$ cat src/rtl/dacdp_cfg.svh
`ifndef DACDP_CFG_SVH
`define DACDP_CFG_SVH
`define DACDP_AW 12
`define DACDP_A_UPD 12'h113
`define DACDP_A_FTW0 12'h114
`define DACDP_A_FTW1 12'h115
`define DACDP_A_FTW2 12'h116
`define DACDP_A_TUNING_WORD_BYTE3 12'h117
`define DACDP_A_TUNING_WORD_BYTE4 12'h118
`define DACDP_A_TUNING_WORD_BYTE5 12'h119
`define DACDP_A_PHS0 12'h11A
`define DACDP_A_PHS1 12'h11B
`define DACDP_A_CMP0 12'h11C
`define DACDP_A_CMP1 12'h11D
`define DACDP_A_TXC 12'h11F
`define DACDP_A_RC0 12'h121
`define DACDP_A_RC1 12'h122
`define DACDP_A_FC0 12'h123
`define DACDP_A_FC1 12'h124
`define DACDP_A_DPS 12'h12D
`define DACDP_A_TMC 12'h12F
`define DACDP_A_TMP0 12'h132
`define DACDP_A_TMP1 12'h133
`define DACDP_A_TMU 12'h134
`define DACDP_A_DCC 12'h135
`define DACDP_A_IO0 12'h136
`define DACDP_A_IO1 12'h137
`define DACDP_A_QO0 12'h138
`define DACDP_A_QO1 12'h139
`define DACDP_A_IO2 12'h13A
`define DACDP_Z8 8'h00
`define DACDP_Z16 16'h0000
`define DACDP_Z48 48'h000000000000
`define DACDP_Z5 5'h00
`define DACDP_Z13 13'h0000
`define DACDP_R_TUNING_WORD_BYTE5 8'h10
`define DACDP_R_FALL 2'h2
`define DACDP_R_RISE 2'h0
`define DACDP_R_PIN 1'h1
`define DACDP_R_SM 1'h1
`define DACDP_R_RC0 8'h0F
`define DACDP_R_RC1 8'h00
`define DACDP_R_FC 8'hFF
`define DACDP_R_DPS 8'h46
`define DACDP_R_TMRSV 7'h10
`define DACDP_B_SM 0
`define DACDP_B_PIN 1
`define DACDP_B_INV 2
`define DACDP_B_REQ 0
`define DACDP_B_ACK 1
`define DACDP_B_EN 0
`define DACDP_F_RISE 5:4
`define DACDP_F_FALL 7:6
`define DACDP_F_HI5 4:0
`define DACDP_F_RSV 7:1
`define DACDP_CTL_IMM 2'h0
`define DACDP_CNT1 16'h0001
`endif

$ cat src/rtl/dacdp_pkg.sv
package dacdp_pkg;
  typedef enum logic [1:0] {
    TXG_OFF,
    TXG_RISE,
    TXG_ON,
    TXG_FALL
  } dacdp_txg_state_t;
  typedef logic [7:0] dacdp_byte_t;
endpackage

$ cat src/rtl/dacdp_tx_if.sv
`timescale 1ns/1ps
interface dacdp_tx_if;
  logic sm_on;
  logic pin_sel;
  logic pol_flip;
  logic [1:0] rise_ctl;
  logic [1:0] fall_ctl;
  logic [15:0] rise_cnt;
  logic [15:0] fall_cnt;
  logic amp_on;
  modport cfg (output sm_on, pin_sel, pol_flip, rise_ctl, fall_ctl, rise_cnt, fall_cnt, input amp_on);
  modport gate (input sm_on, pin_sel, pol_flip, rise_ctl, fall_ctl, rise_cnt, fall_cnt, output amp_on);
endinterface

$ cat src/rtl/dacdp_tx_gate.sv
`timescale 1ns/1ps
`include "dacdp_cfg.svh"
module dacdp_tx_gate (
  input wire logic mclk_i,
  input wire logic rst_i,
  input wire logic transmit_gate_i,
  input wire logic sync_i,
  dacdp_tx_if.gate tx,
  output logic shared_pin_o
);
  dacdp_pkg::dacdp_txg_state_t st_q;
  logic [15:0] cnt_q;

  // Amplifier enable follows the gate after the programmed counts
  always_ff @(posedge mclk_i) begin
    if (rst_i) begin
      st_q <= dacdp_pkg::TXG_OFF;
      cnt_q <= `DACDP_Z16;
      tx.amp_on <= 1'b0;
    end else if (!tx.sm_on) begin
      // Machine stopped: enable tracks the gate directly
      st_q <= transmit_gate_i ? dacdp_pkg::TXG_ON : dacdp_pkg::TXG_OFF;
      cnt_q <= `DACDP_Z16;
      tx.amp_on <= transmit_gate_i;
    end else begin
      unique case (st_q)
        dacdp_pkg::TXG_OFF: begin
          if (transmit_gate_i) begin
            if (tx.rise_ctl == `DACDP_CTL_IMM) begin
              st_q <= dacdp_pkg::TXG_ON;
              tx.amp_on <= 1'b1;
            end else begin
              st_q <= dacdp_pkg::TXG_RISE;
              cnt_q <= tx.rise_cnt;
            end
          end
        end
        dacdp_pkg::TXG_RISE: begin
          if (!transmit_gate_i) begin
            st_q <= dacdp_pkg::TXG_OFF;
          end else if (cnt_q == `DACDP_Z16) begin
            st_q <= dacdp_pkg::TXG_ON;
            tx.amp_on <= 1'b1;
          end else begin
            cnt_q <= cnt_q - `DACDP_CNT1;
          end
        end
        dacdp_pkg::TXG_ON: begin
          if (!transmit_gate_i) begin
            if (tx.fall_ctl == `DACDP_CTL_IMM) begin
              st_q <= dacdp_pkg::TXG_OFF;
              tx.amp_on <= 1'b0;
            end else begin
              st_q <= dacdp_pkg::TXG_FALL;
              cnt_q <= tx.fall_cnt;
            end
          end
        end
        dacdp_pkg::TXG_FALL: begin
          // Gate back during fall keeps the amplifier on, no glitch
          if (transmit_gate_i) begin
            st_q <= dacdp_pkg::TXG_ON;
          end else if (cnt_q == `DACDP_Z16) begin
            st_q <= dacdp_pkg::TXG_OFF;
            tx.amp_on <= 1'b0;
          end else begin
            cnt_q <= cnt_q - `DACDP_CNT1;
          end
        end
      endcase
    end
  end

  always_ff @(posedge mclk_i) begin
    if (rst_i) begin
      shared_pin_o <= 1'b0;
    end else if (tx.pin_sel) begin
      shared_pin_o <= tx.amp_on ^ tx.pol_flip;
    end else begin
      shared_pin_o <= sync_i;
    end
  end
endmodule // dacdp_tx_gate

$ cat src/rtl/dacdp_regs.sv
`timescale 1ns/1ps
`include "dacdp_cfg.svh"
// Function
// - 48-bit tuning word from six bytes, all held here
// - 16-bit oscillator phase shift from two bytes
// - 13-bit phase compensation word from two bytes
// - Gate machine enable plus rise/fall controls
// - Bit 2 flips amplifier control polarity
// - Bit 1 puts amplifier control on pin
// - Temperature converter runs only when enabled
// - Read-only 16-bit temperature readback
// - Refresh bit latches a fresh temperature code while the converter runs
// - Offset correction applies only when enabled
// - 16-bit I offset first part
// - 16-bit Q offset first part
// - 5-bit I offset second part
// - Tuning update request answered by acknowledge
module dacdp_regs (
  input wire logic mclk_i,
  input wire logic rst_i,
  input wire logic [`DACDP_AW-1:0] cfg_addr_i,
  input wire logic cfg_wr_i,
  input wire logic cfg_rd_i,
  input wire logic [7:0] cfg_wdata_i,
  output logic [7:0] cfg_rdata_o,
  output logic cfg_rvalid_o,
  input wire logic transmit_gate_i,
  input wire logic sync_i,
  input wire logic [15:0] temp_code_i,
  output logic shared_pin_o,
  output logic [47:0] osc_tuning_word_o,
  output logic [15:0] osc_phase_shift_o,
  output logic [12:0] phase_comp_word_o,
  output logic [7:0] datapath_setup_o,
  output logic aux_temp_converter_on_o,
  output logic offset_correction_on_o,
  output logic [15:0] i_offset_first_o,
  output logic [15:0] q_offset_first_o,
  output logic [4:0] i_offset_second_o
);
  dacdp_pkg::dacdp_byte_t ftw_q [6];
  dacdp_pkg::dacdp_byte_t cmp1_q;
  logic [1:0] fall_q;
  logic [1:0] rise_q;
  logic inv_q;
  logic pin_q;
  logic sm_q;
  dacdp_pkg::dacdp_byte_t rc0_q;
  dacdp_pkg::dacdp_byte_t rc1_q;
  dacdp_pkg::dacdp_byte_t fc0_q;
  dacdp_pkg::dacdp_byte_t fc1_q;
  logic [6:0] tmrsv_q;
  logic tmu_q;
  logic [15:0] temp_q;
  dacdp_pkg::dacdp_byte_t io0_q;
  dacdp_pkg::dacdp_byte_t io1_q;
  dacdp_pkg::dacdp_byte_t qo0_q;
  dacdp_pkg::dacdp_byte_t qo1_q;
  logic [4:0] io2_q;
  logic req_q;
  logic ack_q;
  dacdp_pkg::dacdp_byte_t rd_d;
  logic [`DACDP_AW-1:0] ftw_addr [6];

  dacdp_tx_if txi ();

  assign ftw_addr[0] = `DACDP_A_FTW0;
  assign ftw_addr[1] = `DACDP_A_FTW1;
  assign ftw_addr[2] = `DACDP_A_FTW2;
  assign ftw_addr[3] = `DACDP_A_TUNING_WORD_BYTE3;
  assign ftw_addr[4] = `DACDP_A_TUNING_WORD_BYTE4;
  assign ftw_addr[5] = `DACDP_A_TUNING_WORD_BYTE5;

  // Shadow tuning bytes; the active word moves only on the handshake
  for (genvar g = 0; g < 6; g++) begin : g_ftw
    always_ff @(posedge mclk_i) begin
      if (rst_i) begin
        ftw_q[g] <= (g == 5) ? `DACDP_R_TUNING_WORD_BYTE5 : `DACDP_Z8;
      end else if (cfg_wr_i && cfg_addr_i == ftw_addr[g]) begin
        ftw_q[g] <= cfg_wdata_i;
      end
    end
  end

  // Request is software owned; acknowledge is raised by hardware
  always_ff @(posedge mclk_i) begin
    if (rst_i) begin
      req_q <= 1'b0;
    end else if (cfg_wr_i && cfg_addr_i == `DACDP_A_UPD) begin
      req_q <= cfg_wdata_i[`DACDP_B_REQ];
    end
  end

  // Ack drops only after the request is cleared, so one request loads once
  always_ff @(posedge mclk_i) begin
    if (rst_i) begin
      ack_q <= 1'b0;
      osc_tuning_word_o <= {`DACDP_R_TUNING_WORD_BYTE5, `DACDP_Z8, `DACDP_Z8, `DACDP_Z8, `DACDP_Z8, `DACDP_Z8};
    end else if (req_q && !ack_q) begin
      ack_q <= 1'b1;
      osc_tuning_word_o <= {ftw_q[5], ftw_q[4], ftw_q[3], ftw_q[2], ftw_q[1], ftw_q[0]};
    end else if (!req_q) begin
      ack_q <= 1'b0;
    end
  end

  // Phase bytes land straight in the output flops, no extra stage
  always_ff @(posedge mclk_i) begin
    if (rst_i) begin
      osc_phase_shift_o <= `DACDP_Z16;
    end else if (cfg_wr_i && cfg_addr_i == `DACDP_A_PHS0) begin
      osc_phase_shift_o[7:0] <= cfg_wdata_i;
    end else if (cfg_wr_i && cfg_addr_i == `DACDP_A_PHS1) begin
      osc_phase_shift_o[15:8] <= cfg_wdata_i;
    end
  end

  always_ff @(posedge mclk_i) begin
    if (rst_i) begin
      cmp1_q <= `DACDP_Z8;
      phase_comp_word_o <= `DACDP_Z13;
    end else if (cfg_wr_i && cfg_addr_i == `DACDP_A_CMP0) begin
      phase_comp_word_o[7:0] <= cfg_wdata_i;
    end else if (cfg_wr_i && cfg_addr_i == `DACDP_A_CMP1) begin
      // Upper byte is stored whole but only five bits reach the word
      cmp1_q <= cfg_wdata_i;
      phase_comp_word_o[12:8] <= cfg_wdata_i[`DACDP_F_HI5];
    end
  end

  // Bit 3 is reserved and always reads zero
  always_ff @(posedge mclk_i) begin
    if (rst_i) begin
      fall_q <= `DACDP_R_FALL;
      rise_q <= `DACDP_R_RISE;
      inv_q <= 1'b0;
      pin_q <= `DACDP_R_PIN;
      sm_q <= `DACDP_R_SM;
    end else if (cfg_wr_i && cfg_addr_i == `DACDP_A_TXC) begin
      fall_q <= cfg_wdata_i[`DACDP_F_FALL];
      rise_q <= cfg_wdata_i[`DACDP_F_RISE];
      inv_q <= cfg_wdata_i[`DACDP_B_INV];
      pin_q <= cfg_wdata_i[`DACDP_B_PIN];
      sm_q <= cfg_wdata_i[`DACDP_B_SM];
    end
  end

  // Counts are taken when a delay starts; later writes wait for the next edge
  always_ff @(posedge mclk_i) begin
    if (rst_i) begin
      rc0_q <= `DACDP_R_RC0;
      rc1_q <= `DACDP_R_RC1;
      fc0_q <= `DACDP_R_FC;
      fc1_q <= `DACDP_R_FC;
    end else if (cfg_wr_i) begin
      if (cfg_addr_i == `DACDP_A_RC0) begin
        rc0_q <= cfg_wdata_i;
      end
      if (cfg_addr_i == `DACDP_A_RC1) begin
        rc1_q <= cfg_wdata_i;
      end
      if (cfg_addr_i == `DACDP_A_FC0) begin
        fc0_q <= cfg_wdata_i;
      end
      if (cfg_addr_i == `DACDP_A_FC1) begin
        fc1_q <= cfg_wdata_i;
      end
    end
  end

  assign txi.sm_on = sm_q;
  assign txi.pin_sel = pin_q;
  assign txi.pol_flip = inv_q;
  assign txi.rise_ctl = rise_q;
  assign txi.fall_ctl = fall_q;
  assign txi.rise_cnt = {rc1_q, rc0_q};
  assign txi.fall_cnt = {fc1_q, fc0_q};

  // Gate timing lives in its own module so its counter stays local
  dacdp_tx_gate u_tx_gate (
    .mclk_i(mclk_i),
    .rst_i(rst_i),
    .transmit_gate_i(transmit_gate_i),
    .sync_i(sync_i),
    .tx(txi.gate),
    .shared_pin_o(shared_pin_o)
  );

  // Power-on value is not the working one; software must rewrite it
  always_ff @(posedge mclk_i) begin
    if (rst_i) begin
      datapath_setup_o <= `DACDP_R_DPS;
    end else if (cfg_wr_i && cfg_addr_i == `DACDP_A_DPS) begin
      datapath_setup_o <= cfg_wdata_i;
    end
  end

  always_ff @(posedge mclk_i) begin
    if (rst_i) begin
      tmrsv_q <= `DACDP_R_TMRSV;
      aux_temp_converter_on_o <= 1'b0;
    end else if (cfg_wr_i && cfg_addr_i == `DACDP_A_TMC) begin
      tmrsv_q <= cfg_wdata_i[`DACDP_F_RSV];
      aux_temp_converter_on_o <= cfg_wdata_i[0];
    end
  end

  // Stored bit only reads back; the refresh itself is the write strobe
  always_ff @(posedge mclk_i) begin
    if (rst_i) begin
      tmu_q <= 1'b0;
    end else if (cfg_wr_i && cfg_addr_i == `DACDP_A_TMU) begin
      tmu_q <= cfg_wdata_i[0];
    end
  end

  // A code is only taken while the converter runs; else the old one stays
  always_ff @(posedge mclk_i) begin
    if (rst_i) begin
      temp_q <= `DACDP_Z16;
    end else if (cfg_wr_i && cfg_addr_i == `DACDP_A_TMU && cfg_wdata_i[0] && aux_temp_converter_on_o) begin
      temp_q <= temp_code_i;
    end
  end

  always_ff @(posedge mclk_i) begin
    if (rst_i) begin
      offset_correction_on_o <= 1'b0;
    end else if (cfg_wr_i && cfg_addr_i == `DACDP_A_DCC) begin
      offset_correction_on_o <= cfg_wdata_i[`DACDP_B_EN];
    end
  end

  // Stored parts are kept while correction is off, ready for re-enable
  always_ff @(posedge mclk_i) begin
    if (rst_i) begin
      io0_q <= `DACDP_Z8;
      io1_q <= `DACDP_Z8;
      qo0_q <= `DACDP_Z8;
      qo1_q <= `DACDP_Z8;
      io2_q <= 5'h00;
    end else if (cfg_wr_i) begin
      if (cfg_addr_i == `DACDP_A_IO0) begin
        io0_q <= cfg_wdata_i;
      end
      if (cfg_addr_i == `DACDP_A_IO1) begin
        io1_q <= cfg_wdata_i;
      end
      if (cfg_addr_i == `DACDP_A_QO0) begin
        qo0_q <= cfg_wdata_i;
      end
      if (cfg_addr_i == `DACDP_A_QO1) begin
        qo1_q <= cfg_wdata_i;
      end
      if (cfg_addr_i == `DACDP_A_IO2) begin
        io2_q <= cfg_wdata_i[`DACDP_F_HI5];
      end
    end
  end

  // Correction values reach the datapath only while it is switched on
  always_ff @(posedge mclk_i) begin
    if (rst_i) begin
      i_offset_first_o <= `DACDP_Z16;
      q_offset_first_o <= `DACDP_Z16;
      i_offset_second_o <= `DACDP_Z5;
    end else if (cfg_wr_i && cfg_addr_i == `DACDP_A_DCC) begin
      // Enable change loads the stored parts or clears the outputs
      i_offset_first_o <= cfg_wdata_i[`DACDP_B_EN] ? {io1_q, io0_q} : `DACDP_Z16;
      q_offset_first_o <= cfg_wdata_i[`DACDP_B_EN] ? {qo1_q, qo0_q} : `DACDP_Z16;
      i_offset_second_o <= cfg_wdata_i[`DACDP_B_EN] ? io2_q : `DACDP_Z5;
    end else if (cfg_wr_i && offset_correction_on_o) begin
      if (cfg_addr_i == `DACDP_A_IO0) begin
        i_offset_first_o[7:0] <= cfg_wdata_i;
      end
      if (cfg_addr_i == `DACDP_A_IO1) begin
        i_offset_first_o[15:8] <= cfg_wdata_i;
      end
      if (cfg_addr_i == `DACDP_A_QO0) begin
        q_offset_first_o[7:0] <= cfg_wdata_i;
      end
      if (cfg_addr_i == `DACDP_A_QO1) begin
        q_offset_first_o[15:8] <= cfg_wdata_i;
      end
      if (cfg_addr_i == `DACDP_A_IO2) begin
        i_offset_second_o <= cfg_wdata_i[`DACDP_F_HI5];
      end
    end
  end

  // Unmapped addresses read zero; reserved bits too, except TMC bits 7:1 and CMP1 bits 7:5, which read back as written
  always_comb begin
    rd_d = `DACDP_Z8;
    unique case (cfg_addr_i)
      `DACDP_A_UPD: rd_d = {6'h00, ack_q, req_q};
      `DACDP_A_FTW0: rd_d = ftw_q[0];
      `DACDP_A_FTW1: rd_d = ftw_q[1];
      `DACDP_A_FTW2: rd_d = ftw_q[2];
      `DACDP_A_TUNING_WORD_BYTE3: rd_d = ftw_q[3];
      `DACDP_A_TUNING_WORD_BYTE4: rd_d = ftw_q[4];
      `DACDP_A_TUNING_WORD_BYTE5: rd_d = ftw_q[5];
      `DACDP_A_PHS0: rd_d = osc_phase_shift_o[7:0];
      `DACDP_A_PHS1: rd_d = osc_phase_shift_o[15:8];
      `DACDP_A_CMP0: rd_d = phase_comp_word_o[7:0];
      `DACDP_A_CMP1: rd_d = cmp1_q;
      `DACDP_A_TXC: rd_d = {fall_q, rise_q, 1'b0, inv_q, pin_q, sm_q};
      `DACDP_A_RC0: rd_d = rc0_q;
      `DACDP_A_RC1: rd_d = rc1_q;
      `DACDP_A_FC0: rd_d = fc0_q;
      `DACDP_A_FC1: rd_d = fc1_q;
      `DACDP_A_DPS: rd_d = datapath_setup_o;
      `DACDP_A_TMC: rd_d = {tmrsv_q, aux_temp_converter_on_o};
      `DACDP_A_TMP0: rd_d = temp_q[7:0];
      `DACDP_A_TMP1: rd_d = temp_q[15:8];
      `DACDP_A_TMU: rd_d = {7'h00, tmu_q};
      `DACDP_A_DCC: rd_d = {7'h00, offset_correction_on_o};
      `DACDP_A_IO0: rd_d = io0_q;
      `DACDP_A_IO1: rd_d = io1_q;
      `DACDP_A_QO0: rd_d = qo0_q;
      `DACDP_A_QO1: rd_d = qo1_q;
      `DACDP_A_IO2: rd_d = {3'h0, io2_q};
      default: rd_d = `DACDP_Z8;
    endcase
  end

  // Read data is held until the next read strobe
  always_ff @(posedge mclk_i) begin
    if (rst_i) begin
      cfg_rdata_o <= `DACDP_Z8;
      cfg_rvalid_o <= 1'b0;
    end else begin
      cfg_rvalid_o <= cfg_rd_i;
      if (cfg_rd_i) begin
        cfg_rdata_o <= rd_d;
      end
    end
  end
endmodule // dacdp_regs

$ cat config.mk
export PLATFORM = sky130hd
export DESIGN_NAME = dacdp_regs
export DESIGN_NICKNAME = d
export VERILOG_FILES = /design/src/rtl/dacdp_pkg.sv /design/src/rtl/dacdp_tx_if.sv /design/src/rtl/dacdp_tx_gate.sv /design/src/rtl/dacdp_regs.sv
export VERILOG_INCLUDE_DIRS = /design/src /design/src/rtl
export SDC_FILE = /design/constraint.sdc
export NUM_CORES = 1
export LEC_CHECK = 0
export BUFFER_PORTS_ARGS = -buffer_cell sky130_fd_sc_hd__buf_2
export CAP_MARGIN = 20
export CORE_MARGIN = 5
export CORE_UTILIZATION = 30
export CTS_CLUSTER_DIAMETER = 50
export CTS_CLUSTER_SIZE = 16
export DETAILED_ROUTE_END_ITERATION = 7
export GPL_TIMING_DRIVEN = 1
export PLACE_DENSITY_LB_ADDON = 0.12
export SYNTH_ARGS = -nofsm -noshare
export SYNTH_HDL_FRONTEND = slang
export SYNTH_SLANG_ARGS = --single-unit
$ cat constraint.sdc
create_clock -name mclk_i -period 7.2 [get_ports mclk_i]
set_clock_uncertainty 0.05 [all_clocks]
set_input_delay 1.08 -clock mclk_i [delete_from_list [all_inputs] [get_ports mclk_i]]
set_output_delay 1.08 -clock mclk_i [all_outputs]
set_load 0.1 [all_outputs]
==> impl_metrics.toml, run 1 <==
[run_status]
status = "finished, final reports clean"

[yosys]
synth_seq_cells = 306
netlist_top_cells_count = "nand2_1 (347), dfxtp_1 (258), a21oi_1 (159), nor2_1 (109), clkbuf_1 (91)"
synth-edff-count = 48
synth_top_family_by_area = "simple AND/OR/NAND/NOR gates"
ys_warn_count = 0
synth_cell_types = 80
postSynth.asyncResetShare = 0
synth_fa_ha_area_frac = 0.000885
synth_cells = 1655
synthMuxAreaShare = 0.0537
synth_seq_area_share = 0.467
yosysTopAreaCellShare = 0.365
yosys-top-cells-area = "dfxtp_1 (37%), edfxtp_1 (10%), nand2_1 (9.2%), a21oi_1 (5.6%), mux2i_1 (4.2%)"
synth_area_mm2 = 0.0141
synth.net_count = 1698
synth.largest_area_cell = "dfxtp_1"
synth-compound-area-share = 0.176
yosys.area_share.simple = 0.253
synth_xor_area_frac = 0.000619
yosysMostFrequentCell = "nand2_1"
syn_area_per_cell_um2 = 8.55
ys.flop_type = "dfxtp_1"

[pwr]
worst_ir_drop_vdd_v = 0.000195
fin_total_pwr_mw = 4.31
power_density_mw_per_mm2 = 256
leakagePower_nw = 6.19

[clock_tree]
ctsHoldBuffers = 0
post_cts_resized = 0
worstSkewPairLatency_ps = 570
cts_tree = "built"
cts_buffer_depth = 3
cts_made_buffers = 42
cts_root_buf = "clkbuf_16"
clock_sinks = 306
cts_max_level = 2
clk_pin_slew_worst_paths_ps = 60
cts_setup_buffers = 0

[route]
first_iter_violations = 1237
postRouteAntennaNets = 0
drc_errors = 0
viasPerCell = 5.48
vias = 13100
routed_wl_mm = 59.9
wl_per_cell_um = 25.0
first_pass_iters = 6

[timing]
finalHoldViolCount = 0
max_freq_ghz = 0.261
tns_ps = 0
slew_viol_final = 0
rsz0062_at_grt = "no"
min_period_over_period = 0.532
min_period_ps = 3830
finalSetupViolations = 0
worst_pin_slew_ps = 1040
relSlewSlack = 0.304

[placed_design]
place_area_mm2 = 0.0153
hpwl_mm = 42.7
gp_congestion = 0.945
numPortBuffers = 175

[floorplan]
io_pins = 176
die_h_um = 227
coreArea_mm2 = 0.0466
die-area_mm2 = 0.0516
num_rows = 79
initial_core_util = 0.304
die_x_um = 227

[grt]
grt_pass1_wl_mm = 87.3
grt_pass1_vias = 12500
track_usage = 0.225
antenna_found_initial = 1
grt_max_degree = 81
grt_overflow = 0

[critical_path]
start_kind = "input port"
path_class = "in2reg"
cp-end-kind = "flop"
required_ps = 7630
cp_max_fo = 44
critPathArrivalTime_ps = 4260

[flow_run]
cap_viol_max_count = 0

[finish]
area_growth_syn_to_layout_pct = 19.2
n_fill_cell = 4770
antenna_cells = 0
fin_area_mm2 = 0.0169
drive_above_1_share = 0.183
nets = 1797

[min_path]
hold_path_class = "reg2reg"
==> final timing paths <==
path	cells after the start	end	from	slack, ps
hold reg to reg	2	u_tx_gate.cnt_q[10]	u_tx_gate.cnt_q[10]	400
setup / recovery	7	i_offset_first_o[6]	cfg_wr_i	3370
setup reg to reg	5	u_tx_gate.cnt_q[15]	u_tx_gate.st_q[1]	4270
hold / removal	2	u_tx_gate.cnt_q[10]	u_tx_gate.cnt_q[10]	400
==> final cells by class <==
type                    count  area [um2]  area share
inverters                  11        41.3     0.00245
repair buffers            196        1040      0.0615
multi-input cells        1197        6910       0.410
flip-flops and latches    306        6610       0.392
well taps                 607         759      0.0451
clock inverters            25         308      0.0183
clock buffers              53        1200      0.0711
==> kinds of logic (layout without fill, tap and decap cells) <==
group | Yosys count | after routing
AOI/OAI and AO/OA | 375 | 375
xor gates and xnor gates | 1 | 1
adders and majority gates | 1 | 1
buffers and inverters | 152 | 285
DFF | 306 | 306
muxes | 74 | 74
and+or+nand+nor | 746 | 746
==> sequential cells by signal, summed over array words and instances, names as in the netlist, 12 cells and up <==
register and count:
osc_tuning_word_o 48, ftw_q 48, osc_phase_shift_o 16, phase_comp_word_o 12
temp_q 16, u_tx_gate.cnt_q 16, q_offset_first_o 16, i_offset_first_o 16
==> critical path, cell delays in order <==
cell	delay, ps
buf_2	520
nand3_1	450
nor3_2	270
nand2_2	570
nor2_4	900
a221oi_1	210
nor3_1	220
==> report_power, final <==
part	internal [mW]	switching [mW]	total (mW)
combinational	0.0751	0.201	0.276
clock	1.36	0.889	2.25
sequential	1.76	0.0288	1.79
total	3.19	1.12	4.31
==> per-stage QoR <==
stage	util	hold slack, ps	setup slack, ps	std cells
floorplan	-	374	3760	1655
global placement	0.329	387	2930	2312
detailed placement	0.329	392	2900	2313
CTS	0.361	400	3490	2391
global route	0.362	415	3090	2395
finish	0.362	396	3370	2395
==> layer usage <==
metal	share of wire	global-route usage	routed length, um
met5	0.00012	0	7
met3	0.054	0.0315	3210
met4	0.024	0.0596	1440
met1	0.46	0.324	27600
met2	0.46	0.358	27600
==> placed cells by master (no fill, tap or decap), types with 9 or more instances in the layout <==
cell type	instances
nor3_1	51
mux2i_1	59
edfxtp_1	48
nor2_1	109
and2_1	46
and3_1	18
nand2_1	347
mux2_2	15
dfxtp_1	258
a21oi_1	159
clkbuf_16	46
o211ai_1	14
a22oi_1	35
inv_1	10
buf_4	17
a22o_1	11
o21ai_0	32
nand3_1	66
nor2b_1	18
nand2b_1	11
nor4_1	9
a221oi_1	30
a32oi_1	18
o22ai_1	11
buf_2	175
Power figures use the tool's default switching activity.
==> inputs of run 2 (changes only) <==
--- a/config.mk
+++ b/config.mk
@@ -6,6 +6,7 @@
 export SDC_FILE = /design/constraint.sdc
 export NUM_CORES = 1
 export LEC_CHECK = 0
+export ABC_AREA = 1
 export BUFFER_PORTS_ARGS = -buffer_cell sky130_fd_sc_hd__buf_2
 export CAP_MARGIN = 20
 export CORE_MARGIN = 5
==> constraint.sdc (replaced) <==
create_clock -name mclk_i -period 4 [get_ports mclk_i]
set_clock_uncertainty 0.05 [all_clocks]
set_input_delay 0.6 -clock mclk_i [delete_from_list [all_inputs] [get_ports mclk_i]]
set_output_delay 0.6 -clock mclk_i [all_outputs]
set_load 0.1 [all_outputs]
==> impl_metrics.toml, run 2 <==
[yosys]
synth_seq_area_share = 0.475
synth.net_count = 1881
synth_area_mm2 = 0.0139
synth-edff-count = 48
postSynth.asyncResetShare = 0
synth_cell_types = 44
syn_area_per_cell_um2 = 7.57
ys.flop_type = "dfxtp_1"
synth_seq_cells = 306
yosysMostFrequentCell = "nor2_1"
synth.largest_area_cell = "dfxtp_1"
yosysTopAreaCellShare = 0.371
yosys-top-cells-area = "dfxtp_1 (37%), edfxtp_1 (10%), nor2_1 (8.8%), nand2_1 (7.6%), nand3_1 (7.2%)"
netlist_top_cells_count = "nor2_1 (325), nand2_1 (280), dfxtp_1 (258), nand3_1 (200), o21ai_0 (197)"
synth_cells = 1838
ys_warn_count = 0

[timing]
tns_ps = 0
min_period_over_period = 0.627
max_freq_ghz = 0.399
setup_ws_ps = 1490
whs_ps = 237
finalHoldViolCount = 0
slew_viol_final = 0
min_period_ps = 2510
rsz0062_at_grt = "no"
finalSetupViolations = 0
worst_pin_slew_ps = 1130
relSlewSlack = 0.245

[finish]
antenna_cells = 0
drive_above_1_share = 0.171
final_core_util = 0.361
area_growth_syn_to_layout_pct = 20.0
final_cell_mix = "nor2_1 (324), nand2_1 (280), dfxtp_1 (258)"
fin_area_mm2 = 0.0167
instances_no_fill = 2597
final_common_cell = "nor2_1"
top_regs = "ftw_q: 48 flops, osc_tuning_word_o: 48 flops"
n_fill_cell = 4940
nets = 2001

[floorplan]
coreArea_mm2 = 0.0463
initial_core_util = 0.301
die_h_um = 225
num_rows = 79
die_x_um = 225
io_pins = 176
die-area_mm2 = 0.0508

[min_path]
worstHoldStart = "sync_i"
hold_depth = 3
hold_path_class = "in2reg"

[placed_design]
hpwl_mm = 36.4
gp_congestion = 0.840
numPortBuffers = 175
placed_cells = 2521
place_area_mm2 = 0.0152
pre_cts_ws_ps = 895

[clock_tree]
cts_setup_buffers = 0
worstSkewPairLatency_ps = 560
clock_sinks = 306
cts_root_buf = "clkbuf_16"
cts_made_buffers = 40
cts_tree = "built"
clk_pin_slew_worst_paths_ps = 60
post_cts_resized = 0
ctsHoldBuffers = 0
cts_max_level = 2
cts_buffer_depth = 3

[grt]
antenna_found_initial = 5
grt_pass1_vias = 12700
grt_overflow = 0
track_usage = 0.196
grt_max_degree = 126
grt_pass1_wl_mm = 77.5

[critical_path]
slowest_delay_ps = 490
rr_endpoint = "u_tx_gate.cnt_q[1]"
worst-r2r-setup-slack_ps = 1590
critPathArrivalTime_ps = 2940
cp-end-kind = "flop"
endpoint = "i_offset_second_o[3]"
cp_max_fo = 110
slowest_stage = "inv_2"
cp_cell_sequence = "buf_2 > inv_1 > nand2_1 > nor2_8 > buf_12 > nand3_2 > inv_2 > nand3_1 > a31oi_1"
required_ps = 4440
r2r_start = "u_tx_gate.cnt_q[0]"
path_class = "in2reg"
r2r_cells = 11
critPathLaunch = "cfg_addr_i[9]"
start_kind = "input port"

[pwr]
power_density_mw_per_mm2 = 515
fin_total_pwr_mw = 8.59
worst_ir_drop_vdd_v = 0.000235
leakagePower_nw = 7.38

[route]
first_pass_iters = 8
viasPerCell = 5.06
wl_per_cell_um = 19.7
drc_errors = 0
routed_wl_mm = 51.2
postRouteAntennaNets = 0
vias = 13200
first_iter_violations = 869

[run_status]
status = "finished, final reports clean"

[flow_run]
cap_viol_max_count = 0
-- run 2: cell types whose count changed in the layout (fill, tap and decap cells not counted), moves of 24 or more --
cell / change
nor2_1: +215
o21ai_0: +165
nand3_1: +134
nand2_1: -67
inv_1: +66
mux2i_1: -59
a21oi_1: -58
and2_1: -46
nor3_1: -42
a22oi_1: -34
nand4_1: +33
a221oi_1: -29
a31oi_1: +24
-- run 2: how the worst min path moves through the flow --
stage	end	slack (ps)
after floorplan	io2_q[0]	380
after global placement	osc_tuning_word_o[44]	410
after detailed placement	cfg_rdata_o[3]	410
after CTS	u_tx_gate.shared_pin_o	220
after global routing	u_tx_gate.shared_pin_o	250
final	u_tx_gate.shared_pin_o	240
-- run 2: cells by family (layout without fill, tap and decap cells) --
kind of cell | after synthesis | count (layout) | share of synthesized area
AO/OA/AOI/OAI | 410 | 410 | 0.165
AND/OR/NAND/NOR | 906 | 906 | 0.291
flip-flops | 306 | 306 | 0.475
adder cells (fa/ha/maj) | 1 | 1 | 0.000899
XOR/XNOR | 4 | 4 | 0.00252
buffers and inverters | 211 | 363 | 0.0658
-- run 2: area by class of cell --
type                    count  area, um2  share of cell area
flip-flops and latches    306       6610               0.396
multi-input cells        1321       6400               0.383
repair buffers            198       1110              0.0665
clock buffers              45       1080              0.0648
well taps                 607        759              0.0455
clock inverters            29        392              0.0235
inverters                  91        347              0.0208
-- run 2: per-layer routing --
metal  vias up  wire, um  global-route usage
met2       335     23600               0.317
met1      6213     23900               0.270
met4         4      1290              0.0560
met5         -        34                   0
li1       6516         -                   -
met3        83      2450              0.0327
-- run 2: power by group --
group / switching (mW) / internal, mW / total, mW
combinational: 0.880 / 0.399 / 1.28
clock: 1.52 / 2.45 / 3.96
sequential: 0.105 / 3.24 / 3.35
total: 2.50 / 6.09 / 8.59
-- run 2: worst max-delay path, delay by kind of cell --
kind | cells | cell delay [ps]
buf+inv | 4 | 1040
simple gates | 4 | 1030
compound gates | 1 | 200
